File: src/hw/rtc_regs.vh
// register map, field positions, reset values and timing counts of the clock block
`ifndef RTC_REGS_VH
`define RTC_REGS_VH

`define RTC_ADDR_W 16
`define RTC_INT5_ADDR 16'hFF94
`define RTC_CTL_ADDR 16'hFFB0
`define RTC_CNT3_ADDR 16'hFFB1
`define RTC_CNT2_ADDR 16'hFFB2
`define RTC_CNT1_ADDR 16'hFFB3
`define RTC_CNT0_ADDR 16'hFFB4
`define RTC_ACC2_ADDR 16'hFFB5
`define RTC_ACC1_ADDR 16'hFFB6
`define RTC_ACC0_ADDR 16'hFFB7
`define RTC_TRIM2_ADDR 16'hFFB8
`define RTC_TRIM1_ADDR 16'hFFB9
`define RTC_TRIM0_ADDR 16'hFFBA

`define RTC_INT5_RESET 8'h00
`define RTC_CTL_RESET 8'h00
`define RTC_CNT_RESET 32'h0000_0000
`define RTC_ACC_RESET 24'h00_0000
`define RTC_TRIM_RESET 24'h00_0000

`define RTC_INT5_POWERDOWN_MUX_CTRL 7
`define RTC_INT5_CLK_IEN 5
`define RTC_INT5_CLK_FLAG 4
`define RTC_INT5_LINK_IEN 3
`define RTC_INT5_LINK_FLAG 2
`define RTC_INT5_KEYS_IEN 1
`define RTC_INT5_KEYS_FLAG 0

`define RTC_CTL_LOAD 5
`define RTC_CTL_PER_HI 4
`define RTC_CTL_PER_LO 3
`define RTC_CTL_INT_HI 2
`define RTC_CTL_INT_LO 0

`define RTC_TRIM_SIGN 23

`define RTC_TB_HZ 32768
`define RTC_HALF_SEC_MS 500
`define RTC_MAIN_DIV 2930

`endif

File: src/hw/rtc_block.v
// clock register block: counter with trim, deferred load, interval interrupt, watchdog
`timescale 1ns/1ps
`default_nettype none
`include "rtc_regs.vh"

module rtc_block #(
	parameter HALF_SEC_TICKS = `RTC_HALF_SEC_MS * `RTC_TB_HZ / 1000
) (
	input wire MCLK,
	input wire RST_N,
	input wire CE,
	input wire OSC32K,
	input wire XTAL_EN,
	input wire [15:0] SFR_ADDR,
	input wire [7:0] SFR_WDATA,
	input wire SFR_WR,
	input wire SFR_RD,
	output reg [7:0] SFR_RDATA,
	input wire LINK_EVENT,
	input wire KEYS_EVENT,
	output reg INT5_REQ,
	output reg WDT_RESET,
	output reg POWERDOWN_MUX_CTRL_CTRL
);

	// number of half-second marks per step is 2**n; hit when low n bits wrap
	function period_hit;
		input [3:0] marks;
		input [2:0] n;
		begin
			case (n)
			3'd0: period_hit = 1'b1;
			3'd1: period_hit = (marks[0] == 1'b0);
			3'd2: period_hit = (marks[1:0] == 2'b00);
			3'd3: period_hit = (marks[2:0] == 3'b000);
			default: period_hit = (marks == 4'h0);
			endcase
		end
	endfunction

	// one decoder for the interrupt-register strobes and the control-register write strobe
	function addr_is;
		input [15:0] addr;
		input [15:0] target;
		input strobe;
		begin
			addr_is = strobe && (addr == target);
		end
	endfunction

	// reset image of the interrupt control register, taken bit by bit
	localparam [7:0] INT5_RST = `RTC_INT5_RESET;

	wire tick;
	wire half_mark;

	reg [7:0] ctl_q;
	reg clk_ien_q;
	reg clk_flag_q;
	reg link_ien_q;
	reg link_flag_q;
	reg keys_ien_q;
	reg keys_flag_q;
	reg [31:0] cnt_wr_q;
	reg [23:0] acc_wr_q;
	reg [23:0] trim_wr_q;
	reg [31:0] cnt_q;
	reg [23:0] acc_q;
	reg [23:0] trim_q;
	reg [3:0] marks_q;
	reg [15:0] wd_q;

	reg [2:0] per_n;
	reg [2:0] int_n;
	reg [7:0] rd_mux;
	reg [31:0] cnt_d;
	reg [23:0] acc_d;

	wire [3:0] marks_d;
	wire count_step;
	wire int_step;
	wire [24:0] acc_sum;
	wire wr_int5;
	wire wr_ctl;
	wire rd_int5;
	wire do_load;
	wire wd_expire;

	rtc_timebase #(
		.HALF_SEC_TICKS(HALF_SEC_TICKS),
		.MAIN_DIV(`RTC_MAIN_DIV)
	) u_tb (
		.mclk(MCLK),
		.rst_n(RST_N),
		.ce(CE),
		.osc32k(OSC32K),
		.xtal_en(XTAL_EN),
		.tick(tick),
		.half_mark(half_mark)
	);

	assign wr_int5 = addr_is(SFR_ADDR, `RTC_INT5_ADDR, SFR_WR);
	assign wr_ctl = addr_is(SFR_ADDR, `RTC_CTL_ADDR, SFR_WR);
	// the read strobe alone clears the clock flag, whatever is returned
	assign rd_int5 = addr_is(SFR_ADDR, `RTC_INT5_ADDR, SFR_RD);
	// a load on the tick of a count step replaces that step
	assign do_load = tick && ctl_q[`RTC_CTL_LOAD];

	always @* begin
		case (ctl_q[`RTC_CTL_PER_HI:`RTC_CTL_PER_LO])
		2'b10: per_n = 3'd0;
		2'b11: per_n = 3'd2;
		default: per_n = 3'd1;
		endcase
		case (ctl_q[`RTC_CTL_INT_HI:`RTC_CTL_INT_LO])
		3'b100: int_n = 3'd0;
		3'b101: int_n = 3'd2;
		3'b110: int_n = 3'd3;
		3'b111: int_n = 3'd4;
		default: int_n = 3'd1;
		endcase
	end

	assign marks_d = marks_q + 4'h1;
	assign count_step = half_mark && period_hit(marks_d, per_n);
	assign int_step = half_mark && period_hit(marks_d, int_n);

	// magnitude only goes into the accumulator; bit 24 is the overflow
	assign acc_sum = {1'b0, acc_q} + {2'b00, trim_q[22:0]};

	always @* begin
		acc_d = acc_q;
		cnt_d = cnt_q;
		if (count_step) begin
			acc_d = acc_sum[23:0];
			// a carry adds a step for a positive trim; a negative trim eats it
			if (!acc_sum[24]) begin
				cnt_d = cnt_q + 32'h0000_0001;
			end else if (!trim_q[`RTC_TRIM_SIGN]) begin
				cnt_d = cnt_q + 32'h0000_0002;
			end
		end
	end

	// reads show the live bytes with no snapshot: a step between two byte
	// reads can tear a multi-byte value, so software reads it twice
	always @* begin
		case (SFR_ADDR)
		`RTC_INT5_ADDR: rd_mux = {POWERDOWN_MUX_CTRL_CTRL, 1'b0, clk_ien_q, clk_flag_q,
			link_ien_q, link_flag_q, keys_ien_q, keys_flag_q};
		`RTC_CTL_ADDR: rd_mux = ctl_q;
		`RTC_CNT3_ADDR: rd_mux = cnt_q[31:24];
		`RTC_CNT2_ADDR: rd_mux = cnt_q[23:16];
		`RTC_CNT1_ADDR: rd_mux = cnt_q[15:8];
		`RTC_CNT0_ADDR: rd_mux = cnt_q[7:0];
		`RTC_ACC2_ADDR: rd_mux = acc_q[23:16];
		`RTC_ACC1_ADDR: rd_mux = acc_q[15:8];
		`RTC_ACC0_ADDR: rd_mux = acc_q[7:0];
		`RTC_TRIM2_ADDR: rd_mux = trim_q[23:16];
		`RTC_TRIM1_ADDR: rd_mux = trim_q[15:8];
		`RTC_TRIM0_ADDR: rd_mux = trim_q[7:0];
		default: rd_mux = 8'h00;
		endcase
	end

	// software-written copies wait here until the load bit takes effect
	always @(posedge MCLK or negedge RST_N) begin
		if (!RST_N) begin
			cnt_wr_q <= `RTC_CNT_RESET;
			acc_wr_q <= `RTC_ACC_RESET;
			trim_wr_q <= `RTC_TRIM_RESET;
		end else if (CE && SFR_WR) begin
			case (SFR_ADDR)
			`RTC_CNT3_ADDR: cnt_wr_q[31:24] <= SFR_WDATA;
			`RTC_CNT2_ADDR: cnt_wr_q[23:16] <= SFR_WDATA;
			`RTC_CNT1_ADDR: cnt_wr_q[15:8] <= SFR_WDATA;
			`RTC_CNT0_ADDR: cnt_wr_q[7:0] <= SFR_WDATA;
			`RTC_ACC2_ADDR: acc_wr_q[23:16] <= SFR_WDATA;
			`RTC_ACC1_ADDR: acc_wr_q[15:8] <= SFR_WDATA;
			`RTC_ACC0_ADDR: acc_wr_q[7:0] <= SFR_WDATA;
			`RTC_TRIM2_ADDR: trim_wr_q[23:16] <= SFR_WDATA;
			`RTC_TRIM1_ADDR: trim_wr_q[15:8] <= SFR_WDATA;
			`RTC_TRIM0_ADDR: trim_wr_q[7:0] <= SFR_WDATA;
			default: cnt_wr_q <= cnt_wr_q;
			endcase
		end
	end

	always @(posedge MCLK or negedge RST_N) begin
		if (!RST_N) begin
			cnt_q <= `RTC_CNT_RESET;
			acc_q <= `RTC_ACC_RESET;
			trim_q <= `RTC_TRIM_RESET;
			marks_q <= 4'h0;
		end else if (CE) begin
			if (half_mark) begin
				marks_q <= marks_d;
			end
			if (do_load) begin
				cnt_q <= cnt_wr_q;
				acc_q <= acc_wr_q;
				trim_q <= trim_wr_q;
			end else begin
				cnt_q <= cnt_d;
				acc_q <= acc_d;
			end
		end
	end

	// control register: a fresh write of the load bit beats the self-clear
	always @(posedge MCLK or negedge RST_N) begin
		if (!RST_N) begin
			ctl_q <= `RTC_CTL_RESET;
		end else if (CE) begin
			if (wr_ctl) begin
				ctl_q <= {2'b00, SFR_WDATA[5:0]};
			end else if (do_load) begin
				ctl_q[`RTC_CTL_LOAD] <= 1'b0;
			end
		end
	end

	// nothing counts while the flag is clear or the enable is off
	// an ignored flag gets a fresh pulse every half second after the first
	assign wd_expire = (wd_q == HALF_SEC_TICKS[15:0] - 16'h0001) && tick;

	always @(posedge MCLK or negedge RST_N) begin
		if (!RST_N) begin
			POWERDOWN_MUX_CTRL_CTRL <= INT5_RST[`RTC_INT5_POWERDOWN_MUX_CTRL];
			clk_ien_q <= INT5_RST[`RTC_INT5_CLK_IEN];
			clk_flag_q <= INT5_RST[`RTC_INT5_CLK_FLAG];
			link_ien_q <= INT5_RST[`RTC_INT5_LINK_IEN];
			link_flag_q <= INT5_RST[`RTC_INT5_LINK_FLAG];
			keys_ien_q <= INT5_RST[`RTC_INT5_KEYS_IEN];
			keys_flag_q <= INT5_RST[`RTC_INT5_KEYS_FLAG];
		end else if (CE) begin
			if (wr_int5) begin
				POWERDOWN_MUX_CTRL_CTRL <= SFR_WDATA[`RTC_INT5_POWERDOWN_MUX_CTRL];
				clk_ien_q <= SFR_WDATA[`RTC_INT5_CLK_IEN];
				link_ien_q <= SFR_WDATA[`RTC_INT5_LINK_IEN];
				keys_ien_q <= SFR_WDATA[`RTC_INT5_KEYS_IEN];
			end
			// set wins over the read that clears it
			if (int_step) begin
				clk_flag_q <= 1'b1;
			end else if (rd_int5) begin
				clk_flag_q <= 1'b0;
			end
			// link and keys flags: writing 0 clears, event wins over clear
			if (LINK_EVENT) begin
				link_flag_q <= 1'b1;
			end else if (wr_int5 && !SFR_WDATA[`RTC_INT5_LINK_FLAG]) begin
				link_flag_q <= 1'b0;
			end
			if (KEYS_EVENT) begin
				keys_flag_q <= 1'b1;
			end else if (wr_int5 && !SFR_WDATA[`RTC_INT5_KEYS_FLAG]) begin
				keys_flag_q <= 1'b0;
			end
		end
	end

	always @(posedge MCLK or negedge RST_N) begin
		if (!RST_N) begin
			wd_q <= 16'h0000;
			WDT_RESET <= 1'b0;
			INT5_REQ <= 1'b0;
			SFR_RDATA <= 8'h00;
		end else if (CE) begin
			// runs only while armed and the raised flag is not yet serviced
			if (!(clk_ien_q && clk_flag_q) || wd_expire) begin
				wd_q <= 16'h0000;
			end else if (tick) begin
				wd_q <= wd_q + 16'h0001;
			end
			WDT_RESET <= clk_ien_q && clk_flag_q && wd_expire;
			INT5_REQ <= (clk_ien_q && clk_flag_q)
				|| (link_ien_q && link_flag_q)
				|| (keys_ien_q && keys_flag_q);
			if (SFR_RD) begin
				SFR_RDATA <= rd_mux;
			end
		end
	end

endmodule // rtc_block

`default_nettype wire

File: src/hw/rtc_timebase.v
// time base: synchronised 32 kHz pin or divided main clock, ticks and half-second marks
`timescale 1ns/1ps
`default_nettype none
`include "rtc_regs.vh"

module rtc_timebase #(
	parameter HALF_SEC_TICKS = `RTC_HALF_SEC_MS * `RTC_TB_HZ / 1000,
	parameter MAIN_DIV = `RTC_MAIN_DIV
) (
	input wire mclk,
	input wire rst_n,
	input wire ce,
	input wire osc32k,
	input wire xtal_en,
	output reg tick,
	output reg half_mark
);

	reg osc_s1_q;
	reg osc_s2_q;
	reg osc_s3_q;
	reg xen_s1_q;
	reg xen_s2_q;
	reg [11:0] div_q;
	reg [15:0] half_q;
	wire osc_rise;
	wire div_wrap;
	wire tick_d;

	assign osc_rise = osc_s2_q & ~osc_s3_q;
	assign div_wrap = (div_q == MAIN_DIV[11:0] - 12'h001);
	// without a crystal the main clock divider stands in for the oscillator
	assign tick_d = xen_s2_q ? osc_rise : div_wrap;

	always @(posedge mclk or negedge rst_n) begin
		if (!rst_n) begin
			osc_s1_q <= 1'b0;
			osc_s2_q <= 1'b0;
			osc_s3_q <= 1'b0;
			xen_s1_q <= 1'b0;
			xen_s2_q <= 1'b0;
			div_q <= 12'h000;
			half_q <= 16'h0000;
			tick <= 1'b0;
			half_mark <= 1'b0;
		end else if (ce) begin
			osc_s1_q <= osc32k;
			osc_s2_q <= osc_s1_q;
			osc_s3_q <= osc_s2_q;
			xen_s1_q <= xtal_en;
			xen_s2_q <= xen_s1_q;
			if (div_wrap || xen_s2_q) begin
				div_q <= 12'h000;
			end else begin
				div_q <= div_q + 12'h001;
			end
			tick <= tick_d;
			half_mark <= 1'b0;
			if (tick_d) begin
				if (half_q == HALF_SEC_TICKS[15:0] - 16'h0001) begin
					half_q <= 16'h0000;
					half_mark <= 1'b1;
				end else begin
					half_q <= half_q + 16'h0001;
				end
			end
		end
	end

endmodule // rtc_timebase

`default_nettype wire

File: config.mk
export PLATFORM = sky130hd
export DESIGN_NAME = rtc_block
export DESIGN_NICKNAME = d
export VERILOG_FILES = /design/src/hw/rtc_block.v /design/src/hw/rtc_timebase.v
export VERILOG_INCLUDE_DIRS = /design/src /design/src/hw
export SDC_FILE = /design/constraint.sdc
export NUM_CORES = 1
export LEC_CHECK = 0
export BUFFER_PORTS_ARGS = -buffer_cell sky130_fd_sc_hd__buf_4
export CORE_MARGIN = 1
export CORE_UTILIZATION = 45
export DETAILED_ROUTE_END_ITERATION = 8
export SLEW_MARGIN = 20
export SYNTH_ARGS = -nofsm -noshare
export SYNTH_HDL_FRONTEND = slang
export SYNTH_SLANG_ARGS = --single-unit
export TNS_END_PERCENT = 30
File: constraint.sdc
create_clock -name MCLK -period 3.05 [get_ports MCLK]
set_input_delay 0.61 -clock MCLK [delete_from_list [all_inputs] [get_ports MCLK]]
set_output_delay 0.61 -clock MCLK [all_outputs]
set_load 0.01 [all_outputs]
==> results by group <==
Routing
  • Drt first-iter violations: 985
  • WL met1: roughly 18000 um
  • DR WL met2: 16450 um
  • Drt via density: roughly 6
  • Vias post-DR: 10280
  • Top Metal Used: met4
  • WL final: 38420 um
  • Antenna Nets Post-Route: 0
  • Routed wire per std cell: 22.21 um
  • Routed wl met3: 3027 um
  • Pre-antenna DRT Iters: 6
  • DRC Markers: 0

Cells and area
  • Register area: 0.005956 mm2
  • Share of cells above drive strength 1: 23.40%
  • # diodes: 0
  • Footprint of the multi-input gates: 0.006148 mm2
  • Syn-to-layout area delta: 19.82%
  • Design Area, Final: 0.01480 mm2
  • Core Util, Final: between 50 and 60%
  • Nets: 1434
  • Fillers: 2399

Clocking
  • Worst skew pair latency: 540 ps
  • CTS Root Cell: clkbuf_16
  • Maximum buffer depth of the clock tree: 3
  • H-tree depth: 1
  • Clock transition at path regs: 60 ps
  • CTS tree: built
  • CTS buffer count: 27
  • Sink Count: 238

Power
  • Max VDD drop: 0.0003308 V
  • Clock share of power: 49.6%
  • Int Pwr: 0.005576 W
  • Combinational share of power: 4.8%
  • Pleak: 6.974 nW
  • Sw Share: 22.29%
  • Flop pwr share: 45.6%
  • Power per cell area: 484.8 mW/mm2
  • Total power: 0.007175 W
  • P_sw: 0.001599 W

Timing
  • Hold Fails Final Rpt: 0
  • Tmin final: 3073 ps
  • Final worst setup slack: -22.92 ps
  • Period utilization: 100.8%
  • Achievable frequency: 325.4 MHz
  • Relative max-transition margin: roughly 44%
  • Final setup fails: 3
  • Worst Clk Skew: 14.81 ps
  • Slew of the pin with the lowest slew margin: 832.8 ps
  • Fin. max-slew vios: 0
  • RSZ-0062 raised after global routing: true

Worst setup path
  • Setup CP Type: reg -> reg
  • RR Endpoint: cnt_q[23]
  • Worst reg-to-reg setup slack: -20 ps
  • Crit path max fanout: 9
  • WP data required: 3480 ps
  • Worst Reg2Reg Path Length in Cells: 12
  • WP data arrival: 3500 ps
  • Reg-to-Reg Start: trim_q[0]
  • Startpoint types: register
  • Worst setup EP type: register

Yosys
  • Top cells by area, synth: dfrtp_1, mux2_2, nand2_1
  • Synth Area in Adders: 3.302%
  • Synth top area share: slightly below 50%
  • Mux cell area share after synthesis: 8.538%
  • Post-synthesis compound-gate area fraction: between 15 and 20%
  • Post-synth top cells: dfrtp_1, nand2_1, nor2_1, mux2_2, a21oi_1
  • Mean Syn Cell Area: 9.882 um2
  • Post-synthesis xor/xnor area fraction: 4.041%
  • Post-synthesis simple-gate area fraction: 16.78%
  • Count leader, synth: dfrtp_1
  • Synth unique cells: 83
  • Cell taking the most area after synthesis: dfrtp_1
  • Largest family of logic cells by synthesized area: simple AND/OR/NAND/NOR gates
  • Predominant post-synthesis flop cell: dfrtp_1
  • Synth warnings: 0
  • Synthesized flop and latch total: 238
  • Post-Syn Instances: around 1300
  • Syn Std Cell Area: between 0.01 and 0.015 mm2
  • Post-Syn Nets: 1315
  • Seq/Total Area, Yosys: 48.21%
  • Ys async rst share: 100.0%
  • Post-synth EDFFs: 0

Die
  • Ports: 44
  • Die area: 0.02812 mm2
  • Die Wd: between 150 and 200 um
  • Rows: 60
  • Core area: 0.02695 mm2
  • Die H: 167.7 um
  • Initial Utilization: 45.84%

GRT
  • Largest net degree at the start of global routing: ~70
  • GR Util All Layers: about 28%
  • Initial antenna violation count: 1
  • Vias in the first global route: 9946
  • Global-route wire length before repair: ~60000 um
  • Total gr overflow: 0

Place
  • Detail Placement HPWL: 27470 um
  • Cell Area, Placed: 0.01369 mm2
  • # port buffers: between 40 and 50
  • RePlAce Congestion: about 0.98
  • DP Worst Slack: -80.82 ps

Hold path
  • Hold Path Class: in -> async

Status
  • Status: finished with violations
  • Failing checks: negative setup slack

Flow run
  • Maxcap violations: 0
-- worst max-delay path by stage --
stage / from / endpoint / slack [ps]
floorplan: acc_q[0] / cnt_q[14] / 50
CTS: acc_q[0] / cnt_q[10] / 20
finish: trim_q[0] / cnt_q[23] / -20
global placement: acc_q[0] / cnt_q[20] / -6
detailed placement: acc_q[0] / cnt_q[20] / -80
global route: trim_q[0] / cnt_q[11] / -90
-- cell usage in the layout, fill, tap and decap left out, drive strengths merged, types with 23 or more instances in the layout --
cell type    n
nor2       115
o21ai       65
clkbuf      41
buf        144
nand3       30
nor3        25
mux2        91
xor2        27
dfrtp      238
a21oi       78
ha          31
xnor2       30
inv         23
nand2      191
-- flip-flops by register name, summed over array words and instances, names as in the netlist, 4 cells and up --
name,flops
cnt_wr_q,32
SFR_RDATA,8
wd_q,16
cnt_q,32
acc_q,24
trim_q,24
trim_wr_q,24
u_tb.div_q,12
marks_q,4
u_tb.half_q,16
ctl_q,6
acc_wr_q,24
-- per-layer routing --
| layer | track usage (%) | up-vias |
|---|---|---|
| li1 | - | 4740 |
| met1 | 40.25 | 5123 |
| met2 | 41.39 | 341 |
| met3 | 5.980 | 73 |
| met4 | 8.855 | 0 |
| met5 | 0 | - |
-- cell type report --
cell class                 count  share of cell area, %
tap                          341                  2.882
timing repair buffer         146                  8.107
clock inverter                10                  1.243
inverter                      23                 0.5833
clock buffer                  39                  5.410
sequential                   238                  40.24
multi-input combinational    933                  41.54
-- timing repair --
action,in CTS,in global routing
cloned,0,2
buffers inserted,0,1
setup endpoints to repair,13,28
resized for setup,4,20
hold buffers,0,0
pin swaps,0,16
-- per-stage QoR --
step                      setup TNS, ps  hold WS [ps]  instances
after floorplan                       0         314.4       1250
after global placement           -11.95         440.8       1678
after detailed placement         -333.9         447.9       1678
after CTS                             0         60.35       1727
after global routing             -665.8         92.35       1730
final                            -47.84         57.49       1730
-- power groups by stage --
stage | Sequential (W) | Combinational, W | Clock (W)
2_1_floorplan | 0.00331 | 0.000154 | 0
3_3_place_gp | 0.00333 | 0.000342 | 0
3_5_place_dp | 0.00333 | 0.000350 | 0
4_1_cts | 0.00327 | 0.000351 | 0.00362
5_1_grt | 0.00328 | 0.000386 | 0.00375
6_report | 0.00327 | 0.000345 | 0.00356
-- cells by family after synthesis --
kind of cell / Yosys count
simple gates: 449
compound gates: 301
flops: 238
mux: 94
buf+inv: 79
xor+xnor: 57
fa+ha+maj: 32
-- critical path, stage by stage (launching register included) --
cell       delay (ps)
dfrtp_1           390
ha_2              200
fa_2              330
a21o_1            200
a311o_2           400
a31oi_4           260
nor4_4             80
buf_6             150
o31ai_4           370
clkbuf_16         250
o41ai_1            70
a21oi_1           190
a21oi_1            60
Power figures use the tool's default switching activity.
